### config.mk
export PLATFORM = sky130hd
export DESIGN_NAME = its_seq
export DESIGN_NICKNAME = d
export VERILOG_FILES = /design/src/logic/its_pkg.sv /design/src/logic/its_vec_map.sv /design/src/logic/its_psr.sv /design/src/logic/its_seq.sv
export SDC_FILE = /design/constraint.sdc
export NUM_CORES = 1
export LEC_CHECK = 0
export BUFFER_PORTS_ARGS = -buffer_cell sky130_fd_sc_hd__buf_2
export CORE_ASPECT_RATIO = 1.5
export CORE_UTILIZATION = 48
export DETAILED_ROUTE_END_ITERATION = 12
export PLACE_DENSITY = 0.64
export SLEW_MARGIN = 10
export SYNTH_ARGS = -nofsm -noshare
export SYNTH_HDL_FRONTEND = slang
export SYNTH_HIERARCHICAL = 1
export SYNTH_SLANG_ARGS = --single-unit
### constraint.sdc
create_clock -name clock -period 3.35 [get_ports clock]
set_clock_uncertainty 0.2 [all_clocks]
set_input_delay 0.67 -clock clock [delete_from_list [all_inputs] [get_ports clock]]
set_output_delay 0.67 -clock clock [all_outputs]
set_load 0.01 [all_outputs]
### src/logic/its_pkg.sv
package its_pkg;
	localparam int unsigned AW = 6;
	localparam logic [AW-1:0] OFS_CFG = 6'h00;
	localparam logic [AW-1:0] OFS_VAB = 6'h04;
	localparam logic [AW-1:0] OFS_CPS = 6'h08;
	localparam logic [AW-1:0] OFS_OPS = 6'h0c;
	localparam logic [AW-1:0] OFS_CHC = 6'h10;
	localparam logic [AW-1:0] OFS_PC0 = 6'h14;
	localparam logic [AW-1:0] OFS_PC1 = 6'h18;
	localparam logic [AW-1:0] OFS_PC2 = 6'h1c;
	localparam logic [AW-1:0] OFS_STA = 6'h20;
	localparam int unsigned CFG_VF = 0;
	localparam int unsigned CFG_RV = 1;
	localparam int unsigned CPS_DA = 0;
	localparam int unsigned CPS_DI = 1;
	localparam int unsigned CPS_IM = 2;
	localparam int unsigned CPS_RE = 4;
	localparam int unsigned CPS_IP = 5;
	localparam int unsigned CPS_FZ = 10;
	localparam logic [31:0] CPS_RST = 32'h0000_0001;
	localparam logic [31:0] CFG_RST = 32'h0000_0000;
	localparam logic [31:0] CPS_POST_VAL = 32'h0000_0401;
	localparam logic [31:0] CPS_POST_MSK = 32'h0000_0c23;
	localparam int unsigned VEC_R_BIT = 0;
	localparam int unsigned VEA_LSB = 2;
	localparam int unsigned VDA_LSB = 8;
	localparam logic [7:0] VEC_FP_BASE = 8'h2e;
	localparam logic [7:0] VEC_RSV_LO = 8'h38;
	localparam logic [7:0] VEC_INST_LO = 8'h40;
	localparam int unsigned STA_VEC = 8;
	localparam int unsigned STA_RSV = 16;
	localparam logic [2:0] FP_LT = 3'h0;
	localparam logic [2:0] FP_ADD = 3'h1;
	localparam logic [2:0] FP_SUB = 3'h2;
	localparam logic [2:0] FP_MUL = 3'h3;
	localparam logic [2:0] FP_DIV = 3'h4;
	typedef enum logic [1:0] {
		ITS_SRC_FIXED = 2'h0,
		ITS_SRC_FP    = 2'h1,
		ITS_SRC_INST  = 2'h2
	} its_src_e;
	typedef struct packed {
		its_src_e   src;
		logic [7:0] num;
		logic [2:0] fp_op;
		logic       fp_dbl;
	} its_trap_s;
	typedef struct packed {
		logic multiple_op;
		logic not_needed;
		logic contents_valid;
	} its_chc_s;
	typedef enum logic [16:0] {
		S_IDLE  = 17'h00001,
		S_STOPX = 17'h00002,
		S_STOPF = 17'h00004,
		S_DRAIN = 17'h00008,
		S_SAVE  = 17'h00010,
		S_LOAD  = 17'h00020,
		S_VREQ  = 17'h00040,
		S_VWAIT = 17'h00080,
		S_GO    = 17'h00100,
		S_RWAIT = 17'h00200,
		S_RINV  = 17'h00400,
		S_RREST = 17'h00800,
		S_RCHAN = 17'h01000,
		S_RF1   = 17'h02000,
		S_RF0   = 17'h04000,
		S_RML   = 17'h08000,
		S_RDONE = 17'h10000
	} its_state_e;
endpackage

### src/logic/its_vec_map.sv
`timescale 1ns/10ps
`default_nettype none
module its_vec_map
	import its_pkg::*;
(
	input  wire its_trap_s   trap,
	input  wire logic [31:0] base,
	output logic [7:0]       vec_num,
	output logic             vec_rsv,
	output logic [31:0]      entry_addr,
	output logic [31:0]      direct_addr
);
	logic [7:0] fp_num;

	// single and double alternate, one pair per operation
	assign fp_num = VEC_FP_BASE + {4'h0, trap.fp_op, trap.fp_dbl}; // RULE2

	always_comb begin
		case (trap.src)
			ITS_SRC_FP:   vec_num = fp_num; // RULE2
			ITS_SRC_INST: vec_num = trap.num; // RULE1
			default:      vec_num = trap.num;
		endcase
	end

	// reserved numbers are still taken, but flagged for software
	assign vec_rsv = (vec_num >= VEC_RSV_LO) && (vec_num < VEC_INST_LO); // RULE1

	always_comb begin
		entry_addr = base; // RULE22
		entry_addr[VEA_LSB +: 8] = vec_num;
		direct_addr = base;
		direct_addr[VDA_LSB +: 8] = vec_num;
	end
endmodule // its_vec_map
`default_nettype wire

### src/logic/its_psr.sv
`timescale 1ns/10ps
`default_nettype none
module its_psr
	import its_pkg::*;
(
	input  wire logic        clock,
	input  wire logic        reset,
	input  wire logic        sw_cps,
	input  wire logic        sw_ops,
	input  wire logic [31:0] wdata,
	input  wire logic        save,
	input  wire logic        post,
	input  wire logic        set_re,
	input  wire logic        re_val,
	input  wire logic        restore,
	output logic [31:0]      cps,
	output logic [31:0]      ops
);
	always_ff @(posedge clock) begin
		if (reset) begin
			cps <= CPS_RST;
		end else if (post) begin
			cps <= (cps & ~CPS_POST_MSK) | (CPS_POST_VAL & CPS_POST_MSK); // RULE23
		end else if (set_re) begin
			cps[CPS_RE] <= re_val; // RULE8
		end else if (restore) begin
			cps <= ops; // RULE14
		end else if (sw_cps) begin
			cps <= wdata;
		end
	end

	always_ff @(posedge clock) begin
		if (reset) begin
			ops <= CPS_RST;
		end else if (save) begin
			ops <= cps; // RULE5
		end else if (sw_ops) begin
			ops <= wdata;
		end
	end
endmodule // its_psr
`default_nettype wire

### src/logic/its_seq.sv
// Summary of operation
// [RULE1] vectors 56-63 reserved; 64-255 come from the trapping instruction
// [RULE2] fp compare/add/sub/mul/div traps use 46-55, single and double alternating
// [RULE3] on a trap stop execution first, then fetch, before status changes
// [RULE4] let a running load or store finish; cancel rest of a multiple
// [RULE5] copy current status to old status, then load post-trap status
// [RULE6] freeze blocks channel, program counter and alu status updates
// [RULE7] vector_fetch set reads a vector; clear forms address directly
// [RULE8] rom_enable from vector flag when fetching, else from rom_vectors
// [RULE9] fetch at the handler address and resume normal execution
// [RULE10] nothing but the status word is saved automatically
// [RULE11] flushing return clears all branch cache valid bits; plain return does not
// [RULE12] return waits for pending load/store and any multiple sequence
// [RULE13] no interrupt or trap accepted from cache flush to multiple restart
// [RULE14] return copies old status into current status, normally clearing freeze
// [RULE15] valid, needed, single channel access restarts after status restore
// [RULE16] first return fetch from counter 1 as branch, goes to decode
// [RULE17] second fetch from counter 0 as branch; pipeline advances
// [RULE18] valid, needed, multiple channel operation restarts after both fetches
// [RULE19] return ends by re-enabling interrupts per restored status
// [RULE20] software prepares freeze, old status, channel and counters before return
// [RULE21] live status bits such as pending ignore the restored value
// [RULE22] vector entry replaces base bits 9-2; direct address replaces bits 15-8
// [RULE23] post-trap status is one parameterised constant pattern with freeze set
`timescale 1ns/10ps
`default_nettype none
module its_seq
	import its_pkg::*;
(
	input  wire logic        clock,
	input  wire logic        reset,
	input  wire logic [5:0]  address,
	input  wire logic        read,
	input  wire logic        write,
	input  wire logic [31:0] writedata,
	output logic [31:0]      readdata,
	output logic             waitrequest,
	input  wire logic        trap_req,
	input  wire its_trap_s   trap_info,
	output logic             trap_ack,
	input  wire logic        ret_req,
	input  wire logic        ret_flush,
	output logic             ret_ack,
	input  wire logic        ls_busy,
	input  wire logic        lm_active,
	input  wire logic        irq_pending,
	input  wire logic        pc_step,
	input  wire logic [31:0] pc_next,
	input  wire logic        chc_we,
	input  wire its_chc_s    chc_next,
	output logic             exec_hold,
	output logic             fetch_hold,
	output logic             lm_cancel,
	output logic             vmem_read,
	output logic [31:0]      vmem_address,
	input  wire logic        vmem_valid,
	input  wire logic [31:0] vmem_readdata,
	output logic             fetch_go,
	output logic             fetch_branch,
	output logic [31:0]      fetch_addr,
	output logic             to_decode,
	output logic             to_execute,
	output logic             btc_flush,
	output logic             chan_restart,
	output logic             lm_restart,
	output logic             irq_block,
	output logic             freeze
);
	its_state_e  state;
	its_state_e  next_state;
	logic [31:0] cfg;
	logic [31:0] vab;
	its_chc_s    chc;
	logic [31:0] pc0;
	logic [31:0] pc1;
	logic [31:0] pc2;
	its_trap_s   trap_q;
	logic [31:0] handler;
	logic        flush_q;
	logic        vrsv_q;
	logic [7:0]  vnum_q;
	logic [31:0] cps;
	logic [31:0] ops;
	logic [31:0] cps_view;
	logic [7:0]  vec_num;
	logic        vec_rsv;
	logic [31:0] entry_addr;
	logic [31:0] direct_addr;
	logic        wr_ok;
	logic        frz;
	logic        chan_one;
	logic        chan_many;

	assign wr_ok = write && !waitrequest;
	assign frz = cps[CPS_FZ];
	assign chan_one = chc.contents_valid && !chc.not_needed && !chc.multiple_op;
	assign chan_many = chc.contents_valid && !chc.not_needed && chc.multiple_op;

	its_vec_map u_map (
		.trap        (trap_q),
		.base        (vab),
		.vec_num     (vec_num),
		.vec_rsv     (vec_rsv),
		.entry_addr  (entry_addr),
		.direct_addr (direct_addr)
	);

	its_psr u_psr (
		.clock   (clock),
		.reset   (reset),
		.sw_cps  (wr_ok && address == OFS_CPS),
		.sw_ops  (wr_ok && address == OFS_OPS),
		.wdata   (writedata),
		.save    (state == S_SAVE), // RULE10
		.post    (state == S_LOAD),
		.set_re  (state == S_GO),
		.re_val  (cfg[CFG_VF] ? handler[VEC_R_BIT] : cfg[CFG_RV]),
		.restore (state == S_RREST),
		.cps     (cps),
		.ops     (ops)
	);

	// sequencer: a new request is looked at only in idle, which keeps traps out
	// for the whole return
	always_comb begin
		next_state = state;
		case (state)
			S_IDLE: begin
				if (trap_req) begin
					next_state = S_STOPX;
				end else if (ret_req) begin
					next_state = S_RWAIT;
				end
			end
			S_STOPX: next_state = S_STOPF; // RULE3
			S_STOPF: next_state = S_DRAIN; // RULE3
			S_DRAIN: begin
				if (!ls_busy) begin
					next_state = S_SAVE; // RULE4
				end
			end
			S_SAVE:  next_state = S_LOAD; // RULE5
			S_LOAD:  next_state = cfg[CFG_VF] ? S_VREQ : S_GO; // RULE7
			S_VREQ:  next_state = S_VWAIT;
			S_VWAIT: begin
				if (vmem_valid) begin
					next_state = S_GO;
				end
			end
			S_GO:    next_state = S_IDLE; // RULE9
			S_RWAIT: begin
				if (!ls_busy && !lm_active) begin
					next_state = S_RINV; // RULE12
				end
			end
			S_RINV:  next_state = S_RREST;
			S_RREST: next_state = S_RCHAN;
			S_RCHAN: next_state = S_RF1;
			S_RF1:   next_state = S_RF0;
			S_RF0:   next_state = S_RML;
			S_RML:   next_state = S_RDONE;
			S_RDONE: next_state = S_IDLE; // RULE19
			default: next_state = S_IDLE;
		endcase
	end

	always_ff @(posedge clock) begin
		if (reset) begin
			state <= S_IDLE;
		end else begin
			state <= next_state;
		end
	end

	// trap source and return kind are caught at acceptance
	always_ff @(posedge clock) begin
		if (reset) begin
			trap_q <= '0;
			flush_q <= 1'b0;
		end else if (state == S_IDLE) begin
			trap_q <= trap_info;
			flush_q <= ret_flush;
		end
	end

	always_ff @(posedge clock) begin
		if (reset) begin
			vnum_q <= 8'h00;
			vrsv_q <= 1'b0;
		end else if (state == S_LOAD) begin
			vnum_q <= vec_num;
			vrsv_q <= vec_rsv; // RULE1
		end
	end

	// handler address, direct or fetched; the low bits of a fetched word carry
	// the rom flag, so they are kept until the status takes it
	always_ff @(posedge clock) begin
		if (reset) begin
			handler <= '0;
		end else if (state == S_LOAD && !cfg[CFG_VF]) begin
			handler <= direct_addr; // RULE7
		end else if (state == S_VWAIT && vmem_valid) begin
			handler <= vmem_readdata; // RULE8
		end
	end

	always_ff @(posedge clock) begin
		if (reset) begin
			trap_ack <= 1'b0;
			ret_ack <= 1'b0;
		end else begin
			trap_ack <= state == S_IDLE && trap_req;
			ret_ack <= state == S_IDLE && !trap_req && ret_req;
		end
	end

	// hold flags stay up from the stop steps until the new stream starts
	always_ff @(posedge clock) begin
		if (reset) begin
			exec_hold <= 1'b0;
			fetch_hold <= 1'b0;
		end else begin
			exec_hold <= next_state != S_IDLE; // RULE3
			fetch_hold <= next_state != S_IDLE && next_state != S_STOPX; // RULE3
		end
	end

	always_ff @(posedge clock) begin
		if (reset) begin
			lm_cancel <= 1'b0;
		end else begin
			lm_cancel <= next_state == S_DRAIN; // RULE4
		end
	end

	always_ff @(posedge clock) begin
		if (reset) begin
			vmem_read <= 1'b0;
			vmem_address <= '0;
		end else begin
			vmem_read <= next_state == S_VWAIT; // RULE7
			if (next_state == S_VWAIT) begin
				vmem_address <= entry_addr; // RULE22
			end
		end
	end

	// fetch port: handler fetch, then the two return fetches as branches
	always_ff @(posedge clock) begin
		if (reset) begin
			fetch_go <= 1'b0;
			fetch_branch <= 1'b0;
			fetch_addr <= '0;
		end else begin
			fetch_go <= 1'b0;
			fetch_branch <= 1'b0;
			if (state == S_GO) begin
				fetch_go <= 1'b1; // RULE9
				fetch_addr <= {handler[31:2], 2'h0};
			end else if (state == S_RF1) begin
				fetch_go <= 1'b1; // RULE16
				fetch_branch <= 1'b1;
				fetch_addr <= pc1;
			end else if (state == S_RF0) begin
				fetch_go <= 1'b1; // RULE17
				fetch_branch <= 1'b1;
				fetch_addr <= pc0;
			end
		end
	end

	always_ff @(posedge clock) begin
		if (reset) begin
			to_decode <= 1'b0;
			to_execute <= 1'b0;
		end else begin
			to_decode <= state == S_RF1 || state == S_RF0; // RULE16
			to_execute <= state == S_RF0; // RULE17
		end
	end

	always_ff @(posedge clock) begin
		if (reset) begin
			btc_flush <= 1'b0;
		end else begin
			btc_flush <= state == S_RINV && flush_q; // RULE11
		end
	end

	// channel restart sees the status restored one step earlier; multiple restart follows both fetches
	always_ff @(posedge clock) begin
		if (reset) begin
			chan_restart <= 1'b0;
			lm_restart <= 1'b0;
		end else begin
			chan_restart <= state == S_RCHAN && chan_one; // RULE15
			lm_restart <= state == S_RML && chan_many; // RULE18
		end
	end

	always_ff @(posedge clock) begin
		if (reset) begin
			irq_block <= 1'b0;
		end else begin
			irq_block <= next_state inside {S_RINV, S_RREST, S_RCHAN, S_RF1, S_RF0, S_RML,
				S_RDONE}; // RULE13
		end
	end

	always_ff @(posedge clock) begin
		if (reset) begin
			freeze <= 1'b0;
		end else begin
			freeze <= frz; // RULE6
		end
	end

	// counters shift on a sequential step only while not frozen; software
	// writes stay open so a handler can prepare a return
	always_ff @(posedge clock) begin
		if (reset) begin
			pc0 <= '0;
			pc1 <= '0;
			pc2 <= '0;
		end else if (wr_ok && address == OFS_PC0) begin
			pc0 <= writedata; // RULE20
		end else if (wr_ok && address == OFS_PC1) begin
			pc1 <= writedata; // RULE20
		end else if (wr_ok && address == OFS_PC2) begin
			pc2 <= writedata;
		end else if (pc_step && !frz) begin
			pc2 <= pc1; // RULE6
			pc1 <= pc0;
			pc0 <= pc_next;
		end
	end

	always_ff @(posedge clock) begin
		if (reset) begin
			chc <= '0;
		end else if (wr_ok && address == OFS_CHC) begin
			chc <= writedata[2:0]; // RULE20
		end else if (chc_we && !frz) begin
			chc <= chc_next; // RULE6
		end
	end

	always_ff @(posedge clock) begin
		if (reset) begin
			cfg <= CFG_RST;
			vab <= '0;
		end else if (wr_ok && address == OFS_CFG) begin
			cfg <= writedata;
		end else if (wr_ok && address == OFS_VAB) begin
			vab <= writedata;
		end
	end

	// pending bit always shows the live line, whatever was restored
	always_comb begin
		cps_view = cps;
		cps_view[CPS_IP] = irq_pending; // RULE21
	end

	// one wait cycle per access: answer on the second edge of a request
	always_ff @(posedge clock) begin
		if (reset) begin
			waitrequest <= 1'b1;
		end else begin
			waitrequest <= !((read || write) && waitrequest);
		end
	end

	always_ff @(posedge clock) begin
		if (reset) begin
			readdata <= '0;
		end else if (address == OFS_CFG) begin
			readdata <= cfg;
		end else if (address == OFS_VAB) begin
			readdata <= vab;
		end else if (address == OFS_CPS) begin
			readdata <= cps_view;
		end else if (address == OFS_OPS) begin
			readdata <= ops;
		end else if (address == OFS_CHC) begin
			readdata <= {29'h0, chc};
		end else if (address == OFS_PC0) begin
			readdata <= pc0;
		end else if (address == OFS_PC1) begin
			readdata <= pc1;
		end else if (address == OFS_PC2) begin
			readdata <= pc2;
		end else if (address == OFS_STA) begin
			readdata <= {15'h0, vrsv_q, vnum_q, 7'h0, state != S_IDLE};
		end else begin
			readdata <= '0;
		end
	end
endmodule // its_seq
`default_nettype wire

Word level (Yosys, flattened, before mapping)
Index checks and enable logic that the tools add are counted.
{"block": "totals", "regBits": 412, "latch_bits": 0, "mem_bits_rw": 0, "rom_bits": 0, "inputBits": 132, "output_inout_bits": 112, "word_cells": 196, "memories": 0}
{"block": "classes", "n_addsub": 1, "n_mul": 0, "div_mod_pow": 0, "n_lt_le_gt_ge": 2, "eq_ne": 41, "shifts": 0, "muxes": 45, "bitwise_logic": 5, "n_reduce_logical": 60}
{"cell": "$mux W32", "count": 26}
{"cell": "$pmux W17 S15", "count": 1}
{"cell": "$mux W17", "count": 6}
{"cell": "$eq A17 B11 Y1 const B", "count": 2}
{"cell": "$eq A17 B12 Y1 const B", "count": 2}
{"cell": "$eq A17 B13 Y1 const B", "count": 2}
{"cell": "$eq A17 B14 Y1 const B", "count": 2}
{"cell": "$eq A17 B15 Y1 const B", "count": 2}
{"cell": "$eq A17 B16 Y1 const B", "count": 2}
{"cell": "$eq A17 B4 Y1 const B", "count": 2}
{"cell": "$eq A17 B8 Y1 const B", "count": 2}
{"cell": "$ne A17 B1 Y1 const B", "count": 2}
{"cell": "$logic_and A1 B1 Y1", "count": 26}
{"cell": "$eq A6 B5 Y1 const B", "count": 4}
{"cell": "$eq A17 B1 Y1 const B", "count": 1}
{"cell": "$eq A17 B10 Y1 const B", "count": 1}
{"cell": "$eq A17 B17 Y1 const B", "count": 1}
{"cell": "$eq A17 B2 Y1 const B", "count": 1}
{"cell": "$eq A17 B3 Y1 const B", "count": 1}
{"cell": "$eq A17 B5 Y1 const B", "count": 1}
{"cell": "$eq A17 B6 Y1 const B", "count": 1}
{"cell": "$eq A17 B7 Y1 const B", "count": 1}
{"cell": "$eq A17 B9 Y1 const B", "count": 1}
{"cell": "$ne A17 B2 Y1 const B", "count": 1}
{"cell": "other kinds (26)", "count": 63}

Logic depth before layout (Yosys ltp)
Gate-level depths: netlist (run 1).
{"block": "logic_depth", "word_depth": 10, "depth_mapped": 9, "ltp_nobuf": 7}

Cells and area by module
Netlist (run 1), hierarchy kept.
{"mod": "its_seq", "instances": 1, "cells_each": 1750, "area_per_inst_um2": 15298.4, "seq_area_each_um2": 6946.7}
{"mod": "its_psr", "instances": 1, "cells_each": 321, "area_per_inst_um2": 3159.3, "seq_area_each_um2": 1281.2}
{"mod": "its_vec_map", "instances": 1, "cells_each": 87, "area_per_inst_um2": 656.9, "seq_area_each_um2": 0.0}

Worst setup path after synthesis (run 1)
Ideal clock, no wire load.
{"block": "synth_timing", "path_kind": "input to register", "startpoint": "in address[1]", "endpoint": "reg u_psr.cps[10]", "setup_time_ps": 131, "arrival_time_ps": 2823, "slack_ps": 195, "stages": 8, "path_buffers": 3, "cell_sequence": "or4_1 > clkbuf_1 > clkbuf_1 > nor3_1 > o21bai_4 > buf_6 > a2111oi_0 > nor3_1"}
{"block": "synth_via", "elab_chain_cells": 4}
{"element": "start: declaration", "line_no": "its_seq.sv:32", "rtl": "input wire logic [5:0] address,"}
{"element": "$eq A6 B4 Y1", "line_no": "its_seq.sv:111", "rtl": ".sw_cps (wr_ok && address == OFS_CPS),"}
{"element": "$logic_and A1 B1 Y1", "line_no": "its_seq.sv:111"}
{"element": "$reduce_bool A3 Y1 (no line)"}
{"element": "$reduce_and A2 Y1 (no line)"}
{"element": "end signal: indexed assignment", "line_no": "its_psr.sv:25", "rtl": "cps[CPS_RE] <= re_val;"}
{"element": "end signal: assignment", "line_no": "its_psr.sv:27", "rtl": "cps <= ops;"}
{"element": "end signal: assignment", "line_no": "its_psr.sv:29", "rtl": "cps <= wdata;"}
{"element": "end: declaration", "line_no": "its_psr.sv:16", "rtl": "output logic [31:0] cps,"}
No other way between the ends.
A chain may end at the register's enable or synchronous reset.

Worst setup path in the final report (run 1)
{"block": "layout_timing", "startpoint": "reg state[6]", "endpoint": "reg u_psr.cps[21]"}
{"block": "layout_via", "elab_chain_cells": 3, "elab_cells_between_ends": 8}
{"element": "start: declaration", "line_no": "its_seq.sv:69", "rtl": "its_state_e state;"}
{"element": "start signal: assignment", "line_no": "its_seq.sv:171", "rtl": "state <= next_state;"}
{"element": "$eq A17 B12 Y1, or another cell as far along", "line_no": "its_seq.sv:118", "rtl": ".restore (state == S_RREST),"}
{"element": "$reduce_bool A2 Y1 (no line) or $not A1 Y1 (tied branches)"}
{"element": "$reduce_and A3 Y1 (no line)"}
Several ways; a longest one is shown, not always the timed one.

==> results of run 1 <==
-- metal layers --
| layer | vias up | wire length [um] | global-route usage (%) |
|---|---|---|---|
| li1 | 7863 | - | - |
| met1 | 7941 | 23900 | 34.5 |
| met2 | 601 | 30600 | 51.5 |
| met3 | 156 | 3590 | 4.43 |
| met4 | 2 | 3210 | 17.2 |
| met5 | - | 8 | 0 |
-- critical path: cells and delay by family, from the launching register on --
family / cells / cell delay (ns)
and+or+nand+nor: 3 / 1.29
DFF: 1 / 0.38
AOI/OAI and AO/OA: 3 / 0.59
buffers and inverters: 2 / 0.51
-- worst max-delay path by stage --
| stage | startpoint | end | slack (ns) | cells after the start |
|---|---|---|---|---|
| after floorplan | address[1] | u_psr/cps[10] | 0.20 | 8 |
| after global placement | address[1] | readdata[14] | 0.21 | 7 |
| after detailed placement | address[1] | readdata[14] | 0.17 | 7 |
| after CTS | state[6] | u_psr/cps[21] | 0.34 | 8 |
| after global routing | state[6] | u_psr/cps[21] | 0.14 | 8 |
| final | state[6] | u_psr/cps[21] | 0.29 | 8 |
-- power groups by stage --
stage,Combinational [uW],Clock [uW],Sequential [uW]
3_5_place_dp,818,0,5200
4_1_cts,822,4780,5100
3_3_place_gp,802,0,5200
5_1_grt,889,4960,5110
2_1_floorplan,525,0,5180
6_report,827,4710,5100
-- cell type report --
type                    instances  area share [%]
multi-input cells            1497            44.2
flip-flops and latches        411            37.6
repair buffers                315            8.83
clock buffers                  60            5.38
well taps                     500            2.86
clock inverters                15           0.835
inverters                       8           0.137
diodes                          9           0.103
-- flip-flops by register name, indices dropped and copies added (netlist names), 32 cells and up --
name / cells
cfg: 32
vab: 32
pc1: 32
readdata: 32
pc2: 32
fetch_addr: 32
vmem_address: 32
u_psr/ops: 32
pc0: 32
u_psr/cps: 32
-- stage by stage --
| step | hold WS, ns | instances | power [uW] |
|---|---|---|---|
| 6_report | 0.117 | 2815 | 10600 |
| 5_1_grt | 0.115 | 2812 | 11000 |
| 4_1_cts | 0.102 | 2806 | 10700 |
| 3_5_place_dp | 0.245 | 2731 | 6020 |
| 3_3_place_gp | 0.239 | 2731 | 6000 |
| 2_1_floorplan | 0.230 | 2157 | 5700 |
==> run_results.csv, run 1 <==
group,metric,value,unit
pwr,p_int,8000,uW
sta,period_needed,3.06,ns
sta,fmax,327,MHz
pwr,power.leakage,0.00836,uW
sta,worst_pin_slew,0.798,ns
clocking,cts_hold_buf,0,
route,antenna_left,0,
global_route,grt_pass1_wl,92400,um
die,die-area,0.0406,mm2
setup_path,cp.arrival,3.36,ns
logic_synthesis,syn_inst,2157,
route,vias,16563,
finish,finish.utilization,55.6,%
clocking,cts-resized-gates,0,
setup_path,crit_chain,"nor4_2 > nand4_1 > or3b_2 > inv_1 > o21bai_4 > buf_12 > o21ai_0 > a21oi_1",
finish,syn_to_final_growth,14.5,%
logic_synthesis,syn-cell-area,0.0191,mm2
global_route,grt_usage,29.8,%
die,core.rowCount,89,
pwr,peakVddDrop,453,uV
finish,seq_area,0.00823,mm2
global_route,antenna_found_initial,8,
sta,hold_viol,0,
finish,fin_area,0.0219,mm2
finish,drive_gt1_share,21.6,%
logic_synthesis,syn_avg_cell_area,8.86,um2
pwr,swShare,24.8,%
clocking,h-tree-depth,2,
die,die_x,165,um
setup_path,required,3.65,ns
setup_path,r2r-end,"u_psr/cps[21]",
route,post-route-drc-count,0,
route,wl,61300,um
worst_hold_path,min_delay_worst_endpoint,"state[10]",
placed_design,dp_hpwl,42400,um
sta,drv_slew,0,
die,coreArea,0.0393,mm2
pwr,switching_power,2630,uW
global_route,first_global_vias,16037,
pwr,pwr-share-comb,7.8,%
die,chipHeight,246,um
setup_path,path_class,"reg2reg",
placed_design,gp_congestion,0.886,
clocking,cts.sinks,411,
route,first_iter_violations,1249,
placed_design,preCtsSetupSlack,0.169,ns
setup_path,r2r_setup_slack,0.29,ns
sta,fin_ws,0.294,ns
setup_path,r2r_start,"state[6]",
setup_path,path_max_fanout,40,
setup_path,crit_path_start_kind,"flip-flop",
clocking,numCtsBuffers,41,
clocking,cts_tree,"built",
run,cap_violations,0,
worst_hold_path,min_path_cells,2,
clocking,insertion_delay,0.57,ns
finish,final_cell_mix,"411 x dfxtp_1, 278 x nand2_1, 241 x buf_2",
sta,slew_headroom,46.2,%
clocking,clk_path_buf_depth,3,
status,run_status,"completed",
route,wl_per_cell,21.8,um
pwr,pwr-share-clk,44.3,%
die,ios,244,
finish,final_common_cell,"dfxtp_1",
placed_design,dpl-instance-area,0.0205,mm2
logic_synthesis,synth_fp_nets,2290,
finish,multi_input_comb_area,0.00967,mm2
setup_path,endpoint_kind,"flip-flop",
worst_hold_path,hp-class,"in2reg",
clocking,cts_root_buf,"clkbuf_16",
global_route,grt_overflow,0,
pwr,seq_power_share,48.0,%
setup_path,crit_slowest_cell,"or3b_2",
logic_synthesis,yosysWarningCount,6,
finish,final_net_count,2407,
finish,fillCellCount,3619,
setup_path,max_stage_delay,0.59,ns
clocking,clkTransAtPathRegs,0.07,ns
route,dr.pass1.iters,6,
placed_design,portBuffers,242,
setup_path,r2r_cells,8,
global_route,grt_max_degree,95,
route,via_per_inst,5.88,
sta,rsz0062_at_grt,"false",
sta,fin_setup_tns,0,ns
sta,timing.final.crit_share,91.2,%
worst_hold_path,hold_start,"lm_active",
pwr,p_per_area,486,mW/mm2
clocking,cts_setup_buffers,0,
die,start_util,48.6,%
sta,setup_viol,0,
No activity file was read; power rests on OpenSTA's default activity.
==> inputs of run 2 (changes only) <==
- CORE_UTILIZATION: 48 -> 39
- PLACE_DENSITY: 0.64 -> 0.53
==> run 2 against run 1 <==
Combinational power rose by 0.8%. Largest power group unchanged. Critical path type unchanged. Maximum frequency shrank 0.31%. Register-to-register slack is essentially flat. Total power up 2.7%. Clock power up 5.9%. Non-clock buffer count shrank 1.
==> run_results.csv, run 2 (same netlist as run 1, synthesis figures left out) <==
group,metric,value,unit
status,run_status,"completed",
global_route,grt_max_degree,89,
route,via_per_inst,5.49,
global_route,grt_pass1_wl,96700,um
setup_path,cp.arrival,3.26,ns
finish,finish.utilization,45.6,%
finish,final_cell_mix,"411 x dfxtp_1, 278 x nand2_1, 241 x buf_2",
clocking,clkTransAtPathRegs,0.06,ns
route,first_iter_violations,1151,
clocking,clk_path_buf_depth,3,
setup_path,path_max_fanout,15,
setup_path,r2r_setup_slack,0.28,ns
global_route,first_global_vias,15957,
sta,fmax,326,MHz
die,core.rowCount,99,
clocking,cts.sinks,411,
global_route,grt_usage,25.2,%
clocking,cts_hold_buf,0,
global_route,grt_overflow,0,
route,wl,64200,um
setup_path,crit_path_start_kind,"flip-flop",
sta,setup_viol,0,
finish,syn_to_final_growth,15.9,%
route,vias,16261,
sta,period_needed,3.07,ns
clocking,numCtsBuffers,43,
setup_path,required,3.55,ns
sta,slew_headroom,47.5,%
finish,fin_cells,2963,
sta,worst_pin_slew,0.788,ns
run,cap_violations,0,
sta,rsz0062_at_grt,"false",
worst_hold_path,hp-class,"in2reg",
worst_hold_path,min_delay_worst_endpoint,"state[10]",
pwr,power.leakage,0.00841,uW
finish,final_net_count,2408,
placed_design,portBuffers,242,
clocking,cts-resized-gates,0,
sta,drv_slew,0,
finish,drive_gt1_share,21.6,%
placed_design,dp.cells,2886,
die,ios,244,
worst_hold_path,min_path_cells,2,
setup_path,r2r_cells,8,
clocking,insertion_delay,0.57,ns
die,start_util,39.4,%
setup_path,path_class,"reg2reg",
route,antenna_left,0,
global_route,antenna_found_initial,6,
route,dr.pass1.iters,7,
die,die-area,0.0499,mm2
placed_design,gp_congestion,0.845,
setup_path,endpoint_kind,"flip-flop",
sta,hold_viol,0,
pwr,peakVddDrop,312,uV
finish,final_common_cell,"dfxtp_1",
pwr,p_per_area,493,mW/mm2
clocking,cts_tree,"built",
die,chipHeight,273,um
sta,timing.final.crit_share,91.5,%
setup_path,r2r-end,"u_psr/cps[2]",
sta,fin_setup_tns,0,ns
die,coreArea,0.0486,mm2
placed_design,dp_hpwl,44700,um
pwr,total_power,10900,uW
die,die_x,183,um
clocking,cts_setup_buffers,0,
worst_hold_path,hold_start,"lm_active",
clocking,cts_root_buf,"clkbuf_16",
route,wl_per_cell,21.7,um
clocking,h-tree-depth,2,
route,post-route-drc-count,0,
setup_path,r2r_start,"state[6]",
-- run 2: changes by cell type in the layout (fill, tap and decap cells not counted), sizes merged --
cell      delta
clkbuf       +4
clkinvlp     -1
clkinv       -2
inv          -2
diode        -7
bufinv       +1
buf          -1
-- run 2: layout make-up --
type | instances | area, um2
Fill cell | 4831 | 26400
Multi-Input combinational cell | 1497 | 9670
Sequential cell | 411 | 8230
Timing Repair Buffer | 314 | 1950
Clock buffer | 64 | 1280
Tap cell | 656 | 821
Clock inverter | 11 | 174
Inverter | 8 | 30.0
Antenna cell | 2 | 5.00
-- run 2: power breakdown --
part	switching [uW]	internal, uW	total, uW
Combinational	524	310	834
Clock	2040	2950	4990
Sequential	97.9	5000	5100
-- run 2: per-layer routing --
| metal | up-vias | wire, um | track usage, % |
|---|---|---|---|
| li1 | 7843 | - | - |
| met1 | 7845 | 25400 | 29.0 |
| met2 | 461 | 33400 | 46.4 |
| met3 | 104 | 2900 | 3.12 |
| met4 | 8 | 2500 | 10.9 |
| met5 | - | 41 | 0 |
-- run 2: how the worst max path moves through the flow --
stage / startpoint / end / slack [ns] / depth (start not counted)
after floorplan: address[1] / u_psr/cps[10] / 0.20 / 8
after detailed placement: address[1] / u_psr/cps[2] / 0.12 / 8
final: state[6] / u_psr/cps[2] / 0.28 / 8
after global placement: address[1] / u_psr/cps[7] / 0.19 / 8
after CTS: state[6] / u_psr/cps[2] / 0.26 / 8
after global routing: state[6] / u_psr/cps[2] / 0.04 / 8
-- run 2: critical path, stage by stage, from the launching register on --
cell	delay [ns]
dfxtp_1	0.39
nor4_2	0.49
nand4_1	0.21
or3b_2	0.58
inv_1	0.27
o21bai_4	0.30
buf_4	0.26
or3_1	0.12
a21oi_1	0.07
-- run 2: stage by stage --
step	setup WS [ns]	hold slack (ns)	instance area, um2
finish	0.284	0.106	22200
global route	0.0390	0.112	22200
CTS	0.261	0.0755	22100
detailed placement	0.123	0.246	20700
global placement	0.189	0.241	20700
floorplan	0.195	0.230	19100
